--- config.mk ---
export PLATFORM = sky130hd
export DESIGN_NAME = iopr_port_bank
export DESIGN_NICKNAME = d
export VERILOG_FILES = /design/src/iopr_port_bank.v
export VERILOG_INCLUDE_DIRS = /design/src
export SDC_FILE = /design/constraint.sdc
export NUM_CORES = 1
export LEC_CHECK = 0
export BUFFER_PORTS_ARGS = -buffer_cell sky130_fd_sc_hd__buf_4
export CORE_ASPECT_RATIO = 1.1
export CORE_UTILIZATION = 29
export DETAILED_ROUTE_END_ITERATION = 7
export HOLD_SLACK_MARGIN = 0.15
export PLACE_DENSITY_LB_ADDON = 0.2
export SYNTH_ARGS = -nofsm -noshare
export SYNTH_HDL_FRONTEND = slang
export SYNTH_SLANG_ARGS = --single-unit
--- constraint.sdc ---
create_clock -name clk_sys -period 1.7 [get_ports clk_sys]
set_input_delay 0 -clock clk_sys [delete_from_list [all_inputs] [get_ports clk_sys]]
set_output_delay 0 -clock clk_sys [all_outputs]
set_load 0.02 [all_outputs]
--- src/iopr_defines.vh ---
`ifndef IOPR_DEFINES_VH
`define IOPR_DEFINES_VH

// Port count, port width and flattened width of all pins.
`define IOPR_NPORT 5
`define IOPR_W 8
`define IOPR_ALLW 40

// Port indices.
`define IOPR_PA 3'h0
`define IOPR_PB 3'h1
`define IOPR_PC 3'h2
`define IOPR_PD 3'h3
`define IOPR_PE 3'h4

// Register kinds inside one port.
`define IOPR_K_DIN 3'h0
`define IOPR_K_CTRL 3'h1
`define IOPR_K_DOUT 3'h2
`define IOPR_K_DIR 3'h3
`define IOPR_K_ODR 3'h4
`define IOPR_K_LOGIC 3'h5
`define IOPR_K_CELL 3'h6

// Register offsets of the 8-bit map.
`define IOPR_OFF_A_DIN 8'h00
`define IOPR_OFF_B_DIN 8'h01
`define IOPR_OFF_A_CTRL 8'h02
`define IOPR_OFF_B_CTRL 8'h03
`define IOPR_OFF_A_DOUT 8'h04
`define IOPR_OFF_B_DOUT 8'h05
`define IOPR_OFF_A_DIR 8'h06
`define IOPR_OFF_B_DIR 8'h07
`define IOPR_OFF_A_LOGIC 8'h0a
`define IOPR_OFF_B_LOGIC 8'h0b
`define IOPR_OFF_A_CELL 8'h0c
`define IOPR_OFF_B_CELL 8'h0d
`define IOPR_OFF_C_DIN 8'h10
`define IOPR_OFF_D_DIN 8'h11
`define IOPR_OFF_C_CTRL 8'h12
`define IOPR_OFF_D_CTRL 8'h13
`define IOPR_OFF_C_DOUT 8'h14
`define IOPR_OFF_D_DOUT 8'h15
`define IOPR_OFF_C_DIR 8'h16
`define IOPR_OFF_D_DIR 8'h17
`define IOPR_OFF_C_ODR 8'h18
`define IOPR_OFF_D_ODR 8'h19
`define IOPR_OFF_E_DIN 8'h20
`define IOPR_OFF_E_CTRL 8'h22
`define IOPR_OFF_E_DOUT 8'h24
`define IOPR_OFF_E_DIR 8'h26
`define IOPR_OFF_E_LOGIC 8'h2a
`define IOPR_OFF_E_CELL 8'h2c

// Offsets at or above this hold port E; below it A/B and C/D pair up.
`define IOPR_OFF_SWAP_LIMIT 8'h20
`define IOPR_OFF_NONE 8'hff

// Reset values.
`define IOPR_CTRL_RST 8'h00
`define IOPR_DIR_RST 8'h00
`define IOPR_DOUT_RST 8'h00
`define IOPR_ODR_RST 8'h00
`define IOPR_BYTE_ZERO 8'h00

// Pin of port E that may carry the power-down counter clock.
`define IOPR_PE_CLK_PIN 7

`endif

--- src/iopr_port_bank.v ---
`timescale 1ns/1ps
`include "iopr_defines.vh"

module iopr_port_bank #(
  parameter HAS_PORT_E_CELLS = 1
) (
  clk_sys,
  reset_n,
  clkEn,
  ioBlockChipSelect,
  busOffset,
  busWrite,
  busRead,
  busWrData,
  busWide16,
  busRdData,
  addrLatchStrobe,
  hostAddrLow,
  peripheralIoEnable,
  periphBusy,
  periphWrite,
  periphWrData,
  logicPinStatusA,
  logicPinStatusB,
  logicPinStatusE,
  cellOutA,
  cellOutB,
  cellOutE,
  cellOeA,
  cellOeB,
  cellOeE,
  altFuncSelE,
  pinInA,
  pinInB,
  pinInC,
  pinInD,
  pinInE,
  pinOutA,
  pinOutB,
  pinOutC,
  pinOutD,
  pinOutE,
  pinOeA,
  pinOeB,
  pinOeC,
  pinOeD,
  pinOeE,
  addrInLatchedA,
  addrInDirect,
  powerDownCounterClock
);
  input wire clk_sys;
  input wire reset_n;
  input wire clkEn;
  input wire ioBlockChipSelect;
  input wire [7:0] busOffset;
  input wire busWrite;
  input wire busRead;
  input wire [7:0] busWrData;
  input wire busWide16;
  output wire [7:0] busRdData;
  input wire addrLatchStrobe;
  input wire [7:0] hostAddrLow;
  input wire peripheralIoEnable;
  input wire periphBusy;
  input wire periphWrite;
  input wire [7:0] periphWrData;
  input wire [7:0] logicPinStatusA;
  input wire [7:0] logicPinStatusB;
  input wire [7:0] logicPinStatusE;
  input wire [7:0] cellOutA;
  input wire [7:0] cellOutB;
  input wire [7:0] cellOutE;
  input wire [7:0] cellOeA;
  input wire [7:0] cellOeB;
  input wire [7:0] cellOeE;
  input wire [7:0] altFuncSelE;
  input wire [7:0] pinInA;
  input wire [7:0] pinInB;
  input wire [7:0] pinInC;
  input wire [7:0] pinInD;
  input wire [7:0] pinInE;
  output wire [7:0] pinOutA;
  output wire [7:0] pinOutB;
  output wire [7:0] pinOutC;
  output wire [7:0] pinOutD;
  output wire [7:0] pinOutE;
  output wire [7:0] pinOeA;
  output wire [7:0] pinOeB;
  output wire [7:0] pinOeC;
  output wire [7:0] pinOeD;
  output wire [7:0] pinOeE;
  output wire [7:0] addrInLatchedA;
  output wire [23:0] addrInDirect;
  output wire powerDownCounterClock;

  // Folds a 16-bit-mode offset onto the 8-bit map.
  function [7:0] foldOffset;
    input [7:0] off;
    input wide;
    begin
      if (!wide) begin
        foldOffset = off;
      end else if (off < `IOPR_OFF_SWAP_LIMIT) begin
        foldOffset = {off[7:1], ~off[0]};
      end else if (off[0]) begin
        foldOffset = {off[7:1], 1'b0};
      end else begin
        foldOffset = `IOPR_OFF_NONE;
      end
    end
  endfunction

  // Decodes an 8-bit-map offset into {valid, port, kind}.
  function [6:0] decodeOffset;
    input [7:0] off;
    begin
      case (off)
        `IOPR_OFF_A_DIN: decodeOffset = {1'b1, `IOPR_PA, `IOPR_K_DIN};
        `IOPR_OFF_B_DIN: decodeOffset = {1'b1, `IOPR_PB, `IOPR_K_DIN};
        `IOPR_OFF_A_CTRL: decodeOffset = {1'b1, `IOPR_PA, `IOPR_K_CTRL};
        `IOPR_OFF_B_CTRL: decodeOffset = {1'b1, `IOPR_PB, `IOPR_K_CTRL};
        `IOPR_OFF_A_DOUT: decodeOffset = {1'b1, `IOPR_PA, `IOPR_K_DOUT};
        `IOPR_OFF_B_DOUT: decodeOffset = {1'b1, `IOPR_PB, `IOPR_K_DOUT};
        `IOPR_OFF_A_DIR: decodeOffset = {1'b1, `IOPR_PA, `IOPR_K_DIR};
        `IOPR_OFF_B_DIR: decodeOffset = {1'b1, `IOPR_PB, `IOPR_K_DIR};
        `IOPR_OFF_A_LOGIC: decodeOffset = {1'b1, `IOPR_PA, `IOPR_K_LOGIC};
        `IOPR_OFF_B_LOGIC: decodeOffset = {1'b1, `IOPR_PB, `IOPR_K_LOGIC};
        `IOPR_OFF_A_CELL: decodeOffset = {1'b1, `IOPR_PA, `IOPR_K_CELL};
        `IOPR_OFF_B_CELL: decodeOffset = {1'b1, `IOPR_PB, `IOPR_K_CELL};
        `IOPR_OFF_C_DIN: decodeOffset = {1'b1, `IOPR_PC, `IOPR_K_DIN};
        `IOPR_OFF_D_DIN: decodeOffset = {1'b1, `IOPR_PD, `IOPR_K_DIN};
        `IOPR_OFF_C_CTRL: decodeOffset = {1'b1, `IOPR_PC, `IOPR_K_CTRL};
        `IOPR_OFF_D_CTRL: decodeOffset = {1'b1, `IOPR_PD, `IOPR_K_CTRL};
        `IOPR_OFF_C_DOUT: decodeOffset = {1'b1, `IOPR_PC, `IOPR_K_DOUT};
        `IOPR_OFF_D_DOUT: decodeOffset = {1'b1, `IOPR_PD, `IOPR_K_DOUT};
        `IOPR_OFF_C_DIR: decodeOffset = {1'b1, `IOPR_PC, `IOPR_K_DIR};
        `IOPR_OFF_D_DIR: decodeOffset = {1'b1, `IOPR_PD, `IOPR_K_DIR};
        `IOPR_OFF_C_ODR: decodeOffset = {1'b1, `IOPR_PC, `IOPR_K_ODR};
        `IOPR_OFF_D_ODR: decodeOffset = {1'b1, `IOPR_PD, `IOPR_K_ODR};
        `IOPR_OFF_E_DIN: decodeOffset = {1'b1, `IOPR_PE, `IOPR_K_DIN};
        `IOPR_OFF_E_CTRL: decodeOffset = {1'b1, `IOPR_PE, `IOPR_K_CTRL};
        `IOPR_OFF_E_DOUT: decodeOffset = {1'b1, `IOPR_PE, `IOPR_K_DOUT};
        `IOPR_OFF_E_DIR: decodeOffset = {1'b1, `IOPR_PE, `IOPR_K_DIR};
        `IOPR_OFF_E_LOGIC: decodeOffset = {1'b1, `IOPR_PE, `IOPR_K_LOGIC};
        `IOPR_OFF_E_CELL: decodeOffset = {1'b1, `IOPR_PE, `IOPR_K_CELL};
        default: decodeOffset = {1'b0, `IOPR_PA, `IOPR_K_DIN};
      endcase
    end
  endfunction

  // Configuration and data state, flattened with port A in the low byte.
  reg [`IOPR_ALLW-1:0] ctrl_ff;
  reg [`IOPR_ALLW-1:0] dir_ff;
  reg [`IOPR_ALLW-1:0] dout_ff;
  reg [15:0] odr_ff;
  reg [7:0] addrLatch_ff;
  reg [7:0] addrInLatched_ff;
  reg [23:0] addrInDirect_ff;
  reg powerDownClk_ff;
  reg [7:0] busRdData_ff;
  reg [7:0] nxt_busRdData;
  reg [`IOPR_ALLW-1:0] pinOut_ff;
  reg [`IOPR_ALLW-1:0] pinOe_ff;

  wire [7:0] foldedOff;
  wire [6:0] decoded;
  wire hit;
  wire [2:0] selPort;
  wire [2:0] selKind;
  wire doWrite;
  wire [`IOPR_ALLW-1:0] pinIn;
  wire [`IOPR_ALLW-1:0] logicMask;
  wire [`IOPR_ALLW-1:0] cellOut;
  wire [`IOPR_ALLW-1:0] cellOe;
  wire [`IOPR_ALLW-1:0] nxt_pinOut;
  wire [`IOPR_ALLW-1:0] nxt_pinOe;
  wire [7:0] cellE;

  // Address decode inside the 256-byte chip-select window.
  assign foldedOff = foldOffset(busOffset, busWide16);
  assign decoded = decodeOffset(foldedOff);
  assign hit = ioBlockChipSelect & decoded[6];
  assign selPort = decoded[5:3];
  assign selKind = decoded[2:0];
  assign doWrite = clkEn & hit & busWrite;

  // Per-port inputs gathered into flat vectors; C and D carry no logic.
  assign pinIn = {pinInE, pinInD, pinInC, pinInB, pinInA};
  assign logicMask = {logicPinStatusE, `IOPR_BYTE_ZERO,
    `IOPR_BYTE_ZERO, logicPinStatusB, logicPinStatusA};
  assign cellOut = {cellOutE, `IOPR_BYTE_ZERO, `IOPR_BYTE_ZERO,
    cellOutB, cellOutA};
  assign cellOe = {cellOeE, `IOPR_BYTE_ZERO, `IOPR_BYTE_ZERO,
    cellOeB, cellOeA};

  // Port E cell readback exists only on the larger variant.
  assign cellE = HAS_PORT_E_CELLS ? cellOutE : `IOPR_BYTE_ZERO;

  // Register writes, one set of flops per port.
  genvar p;
  generate
    for (p = 0; p < `IOPR_NPORT; p = p + 1) begin : gPortRegs
      always @(posedge clk_sys or negedge reset_n) begin
        if (!reset_n) begin
          ctrl_ff[p*8 +: 8] <= `IOPR_CTRL_RST;
          dir_ff[p*8 +: 8] <= `IOPR_DIR_RST;
          dout_ff[p*8 +: 8] <= `IOPR_DOUT_RST;
        end else if (doWrite && selPort == p) begin
          if (selKind == `IOPR_K_CTRL) begin
            ctrl_ff[p*8 +: 8] <= busWrData;
          end
          if (selKind == `IOPR_K_DIR) begin
            dir_ff[p*8 +: 8] <= busWrData;
          end
          if (selKind == `IOPR_K_DOUT) begin
            dout_ff[p*8 +: 8] <= busWrData;
          end
        end
      end
    end
  endgenerate

  // Open-drain selection exists only for ports C and D.
  always @(posedge clk_sys or negedge reset_n) begin
    if (!reset_n) begin
      odr_ff <= {`IOPR_ODR_RST, `IOPR_ODR_RST};
    end else if (doWrite && selKind == `IOPR_K_ODR) begin
      if (selPort == `IOPR_PC) begin
        odr_ff[7:0] <= busWrData;
      end
      if (selPort == `IOPR_PD) begin
        odr_ff[15:8] <= busWrData;
      end
    end
  end

  // Read multiplexer; unmapped offsets return zero.
  always @* begin
    nxt_busRdData = `IOPR_BYTE_ZERO;
    case (selKind)
      `IOPR_K_DIN: nxt_busRdData = pinIn[selPort*8 +: 8];
      `IOPR_K_CTRL: nxt_busRdData = ctrl_ff[selPort*8 +: 8];
      `IOPR_K_DOUT: nxt_busRdData = dout_ff[selPort*8 +: 8];
      `IOPR_K_DIR: nxt_busRdData = dir_ff[selPort*8 +: 8];
      `IOPR_K_ODR: begin
        if (selPort == `IOPR_PD) begin
          nxt_busRdData = odr_ff[15:8];
        end else begin
          nxt_busRdData = odr_ff[7:0];
        end
      end
      `IOPR_K_LOGIC: nxt_busRdData = logicMask[selPort*8 +: 8];
      `IOPR_K_CELL: begin
        if (selPort == `IOPR_PE) begin
          nxt_busRdData = cellE;
        end else begin
          nxt_busRdData = cellOut[selPort*8 +: 8];
        end
      end
      default: nxt_busRdData = `IOPR_BYTE_ZERO;
    endcase
  end

  // Read data is captured on a selected read strobe and held until the next selected read.
  always @(posedge clk_sys or negedge reset_n) begin
    if (!reset_n) begin
      busRdData_ff <= `IOPR_BYTE_ZERO;
    end else if (clkEn && busRead && ioBlockChipSelect) begin
      busRdData_ff <= hit ? nxt_busRdData : `IOPR_BYTE_ZERO;
    end
  end

  // Address latch for address-out, and port A address-in capture.
  always @(posedge clk_sys or negedge reset_n) begin
    if (!reset_n) begin
      addrLatch_ff <= `IOPR_BYTE_ZERO;
      addrInLatched_ff <= `IOPR_BYTE_ZERO;
    end else if (clkEn && addrLatchStrobe) begin
      addrLatch_ff <= hostAddrLow;
      addrInLatched_ff <= pinInA;
    end
  end

  // Ports B to D offer address inputs straight, never through the latch.
  always @(posedge clk_sys or negedge reset_n) begin
    if (!reset_n) begin
      addrInDirect_ff <= {3{`IOPR_BYTE_ZERO}};
      powerDownClk_ff <= 1'b0;
    end else if (clkEn) begin
      addrInDirect_ff <= {pinInD, pinInC, pinInB};
      powerDownClk_ff <= altFuncSelE[`IOPR_PE_CLK_PIN] &
        pinInE[`IOPR_PE_CLK_PIN];
    end
  end

  // Output source and enable per pin for every port.
  generate
    for (p = 0; p < `IOPR_NPORT; p = p + 1) begin : gPinMux
      wire [7:0] lm;
      wire [7:0] ct;
      wire [7:0] dr;
      wire [7:0] muxOut;
      wire [7:0] stdOe;
      wire [7:0] addrOe;
      wire [7:0] baseOe;
      assign lm = logicMask[p*8 +: 8];
      assign ct = ctrl_ff[p*8 +: 8];
      assign dr = dir_ff[p*8 +: 8];
      // Three-way choice: logic cell, data-out or latched address.
      assign muxOut = (lm & cellOut[p*8 +: 8]) |
        (~lm & ct & dout_ff[p*8 +: 8]) |
        (~lm & ~ct & addrLatch_ff);
      assign stdOe = ~lm & ct & dr;
      assign addrOe = ~lm & ~ct & dr;
      assign baseOe = (lm & cellOe[p*8 +: 8]) | stdOe | addrOe;
      if (p == `IOPR_PA) begin : gPortA
        // Peripheral mode floats port A unless a write is under way.
        assign nxt_pinOut[7:0] = peripheralIoEnable ? periphWrData :
          muxOut;
        assign nxt_pinOe[7:0] = peripheralIoEnable ?
          {8{periphBusy & periphWrite}} : baseOe;
      end else if (p == `IOPR_PC || p == `IOPR_PD) begin : gPortCD
        // Open-drain pins only ever pull low.
        wire [7:0] od;
        assign od = odr_ff[(p - `IOPR_PC)*8 +: 8];
        assign nxt_pinOut[p*8 +: 8] = muxOut & ~od;
        assign nxt_pinOe[p*8 +: 8] = baseOe & ~(od & muxOut);
      end else if (p == `IOPR_PE) begin : gPortE
        // Alternate-function input pins never drive.
        assign nxt_pinOut[p*8 +: 8] = muxOut;
        assign nxt_pinOe[p*8 +: 8] = baseOe & ~altFuncSelE;
      end else begin : gPortB
        assign nxt_pinOut[p*8 +: 8] = muxOut;
        assign nxt_pinOe[p*8 +: 8] = baseOe;
      end
    end
  endgenerate

  // Pin drivers are registered so every pin output comes from a flop.
  always @(posedge clk_sys or negedge reset_n) begin
    if (!reset_n) begin
      pinOut_ff <= {`IOPR_NPORT{`IOPR_BYTE_ZERO}};
      pinOe_ff <= {`IOPR_NPORT{`IOPR_BYTE_ZERO}};
    end else if (clkEn) begin
      pinOut_ff <= nxt_pinOut;
      pinOe_ff <= nxt_pinOe;
    end
  end

  // Output port wiring.
  assign busRdData = busRdData_ff;
  assign pinOutA = pinOut_ff[7:0];
  assign pinOutB = pinOut_ff[15:8];
  assign pinOutC = pinOut_ff[23:16];
  assign pinOutD = pinOut_ff[31:24];
  assign pinOutE = pinOut_ff[39:32];
  assign pinOeA = pinOe_ff[7:0];
  assign pinOeB = pinOe_ff[15:8];
  assign pinOeC = pinOe_ff[23:16];
  assign pinOeD = pinOe_ff[31:24];
  assign pinOeE = pinOe_ff[39:32];
  assign addrInLatchedA = addrInLatched_ff;
  assign addrInDirect = addrInDirect_ff;
  assign powerDownCounterClock = powerDownClk_ff;

endmodule // iopr_port_bank

==> flow_summary.ini <==
[outcome]
outcome = finished, violations left
violations = negative setup slack

[clock_tree]
cts_tree = yes
cts_root_buffer = clkbuf_16
cts_buffers = 31
cts.clk_slew.worst_paths_ns = 0.07
clk-insertion-delay-late_ns = 0.59
numClockSinks = 265
cts_buffer_depth = 3
htree_num_levels = 1

[global_route]
busiest_layer = met2
grt_use_met2 = 0.4320
grt.overflow.total = 0
grt_max_degree = 78
grt_util_all_layers = 0.2483
groute.layer.met1.usage = 0.3131
grt_pass1_wl_um = 84480
antenna_found_initial = 1
met3_usage = 0.02601
grt_pass1_vias = 13070

[setup_path]
reg2reg_from = addrLatch_ff[0]
reg2regPathDepth = 2
critPathRequiredTime_ns = 2.24
crit_path_end_kind = flop
worst_setup_path_start_kind = primary input
r2r-end = addrLatch_ff[0]
worstPathArrival_ns = 2.28
critPathKind = primary input to flop
cp_max_fo = 8
reg2reg_slack_ns = 0.04

[logic_synthesis]
yosys_most_used_dff = dfrtp_1
yosysTopAreaCell = dfrtp_1
async_flop_share = 1.000
synthesis.area_um2 = 13270
synth_nets = 1388
synth_area_per_cell_um2 = 10.83
ys_ff_latch = 265
synthTopCellsByArea = dfrtp_1 50%, mux2_2 18%, mux2i_1 4.9%, o21ai_0 3.6%, a21oi_1 3.1%
synth_most_common_cell = dfrtp_1
synth_top_area_frac = 0.4999
synth_commonest_cells = 265 x dfrtp_1, 215 x mux2_2, 107 x nand2_1
synth_edf_count = 0
synthCells = 1225
synth_cell_types = 56
ys_seq_area_frac = 0.4999
ys_warn_count = 0

[timing]
setup_viol = 5
maxSlewHeadroom = 0.5523
holdWs_ns = 0.1970
fin_skew_ns = 0.03182
min_period_ns = 1.747
fmax_mhz = 572.5
setup_ws_ns = -0.04674
rsz0062_at_grt = yes
worstMarginPinSlew_ns = 0.6716
hold_violations = 0
period_share = 1.027
slew_violations = 0

[placement]
place_inst = 2225
pre_cts_ws_ns = -0.7976
gp_congestion = 0.9914
io_buffers = 283
place_hpwl_um = 42940

[power]
p_per_area_nw_per_um2 = 801.6
p_leak_nw = 9.875
max-vdd-ir-drop_v = 0.0006096

[die]
dieWidth_um = 205.9
core_um2 = 44800
die_height_um = 226.3
pin_count = 284
rows = 81
start_util = 0.2962
dieArea_um2 = 46610

[route]
vias = 12650
first_pass_iters = 5
wire_per_inst_um = 23.50
drt-initial-drc-count = 822
drc = 0
via_per_inst = 5.078
routed_wl_um = 58570
drtAntennaViolNets = 0

[final_layout]
area_delta_synth_final_pct = 57.88
drive_above_1_share = 0.4239
antenna_cells = 0
stdcell_count = 2492
final_nets = 2050

[hold_path]
holdPathStages = 4
min_to = pinOe_ff[18]
hp-class = primary input to flop
min_from = clkEn

[flow_run]
drv_cap = 0
[logic make-up (layout without fill, tap and decap cells)]
logic type | Yosys count | after routing | synth area share
AOI/OAI and AO/OA | 310 | 310 | 0.1492
xor gates and xnor gates | 3 | 3 | 0.001981
buffers and inverters | 115 | 801 | 0.03556
DFF | 265 | 265 | 0.4999
muxes | 280 | 280 | 0.2315
and+or+nand+nor | 252 | 252 | 0.08187
[final cells by class]
| class | instances | area [µm²] |
|---|---|---|
| inverters | 50 | 187.7 |
| flip-flops and latches | 265 | 6631 |
| fillers | 4238 | 23850 |
| clock buffers | 44 | 914.6 |
| repair buffers | 694 | 5992 |
| clock inverters | 13 | 132.6 |
| well taps | 581 | 726.9 |
| multi-input cells | 845 | 6360 |
[metal layers]
metal  vias up  part of all wire
met1      6317              0.41
li1       5811                 -
met2       419              0.50
met5         -                 0
met3       107             0.049
met4         0             0.040
[power breakdown]
group | internal, mW | switching [mW] | leakage (nW)
clock network | 4.04 | 2.84 | 0.520
registers | 6.58 | 0.300 | 3.44
logic | 1.50 | 1.53 | 5.91
total | 12.1 | 4.68 | 9.88
[placed cells by master (no fill, tap or decap), drive strengths merged, types with 4 or more instances in the layout]
| master | instances |
|---|---|
| o21ai | 95 |
| a221oi | 10 |
| nand3 | 14 |
| mux2i | 65 |
| dfrtp | 265 |
| o221ai | 15 |
| o31ai | 5 |
| clkinv | 9 |
| inv | 51 |
| a211oi | 5 |
| nand2 | 109 |
| nor4 | 4 |
| a21oi | 83 |
| nand4 | 5 |
| a221o | 13 |
| nor3 | 21 |
| nor2 | 83 |
| clkbuf | 45 |
| mux2 | 215 |
| o22ai | 15 |
| dlygate4sd3 | 199 |
| buf | 494 |
| and2 | 5 |
| o211ai | 31 |
| a31oi | 9 |
[stage by stage]
stage          utilization  TNS [ns]  total power [mW]  area, µm²
2_1_floorplan            -    -26.60             7.895      13270
3_3_place_gp        0.3931    -57.12             9.534      17610
3_5_place_dp        0.3931    -56.74             9.550      17610
4_1_cts             0.4615  -0.03076             16.91      20670
5_1_grt             0.4676   -0.4891             17.40      20950
6_report            0.4676   -0.1668             16.79      20950
[critical path: stages]
cell	delay, ns
buf_6	0.10
or3_4	0.42
or4_4	0.58
o31ai_4	0.09
clkbuf_16	0.22
buf_8	0.14
nand2_1	0.06
nand2_1	0.08
a21oi_2	0.10
o31ai_2	0.33
a21o_1	0.16
[state kept, by name, summed over array words and instances, names as in the netlist]
signal and flops:
powerDownCounterClock 1, pinOe_ff 40, dout_ff 40, busRdData 8
addrLatch_ff 8, pinOut_ff 40, addrInDirect 24, odr_ff 16
addrInLatchedA 8, gPinMux.dr 40, gPinMux.ct 40
[repair_timing]
| action | in CTS | in global routing |
|---|---|---|
| buffers inserted | 0 | 12 |
| endpoints found under the setup margin | 5 | 11 |
| resized for setup | 6 | 46 |
| hold endpoints to repair | 498 | 1 |
| pin swaps | 1 | 19 |
| hold buffers | 199 | 1 |
[worst max-delay path by stage]
| stage | startpoint | end | slack, ns | cells after the start |
|---|---|---|---|---|
| detailed placement | busOffset[0] | busRdData[3] | -0.80 | 12 |
| CTS | busOffset[7] | busRdData[4] | -0.03 | 11 |
| global placement | busOffset[0] | busRdData[3] | -0.83 | 12 |
| floorplan | busOffset[7] | busRdData[6] | -0.40 | 10 |
| finish | busOffset[5] | busRdData[3] | -0.05 | 11 |
| global route | busOffset[5] | busRdData[6] | -0.08 | 11 |
(Power assumes the default switching activity.)
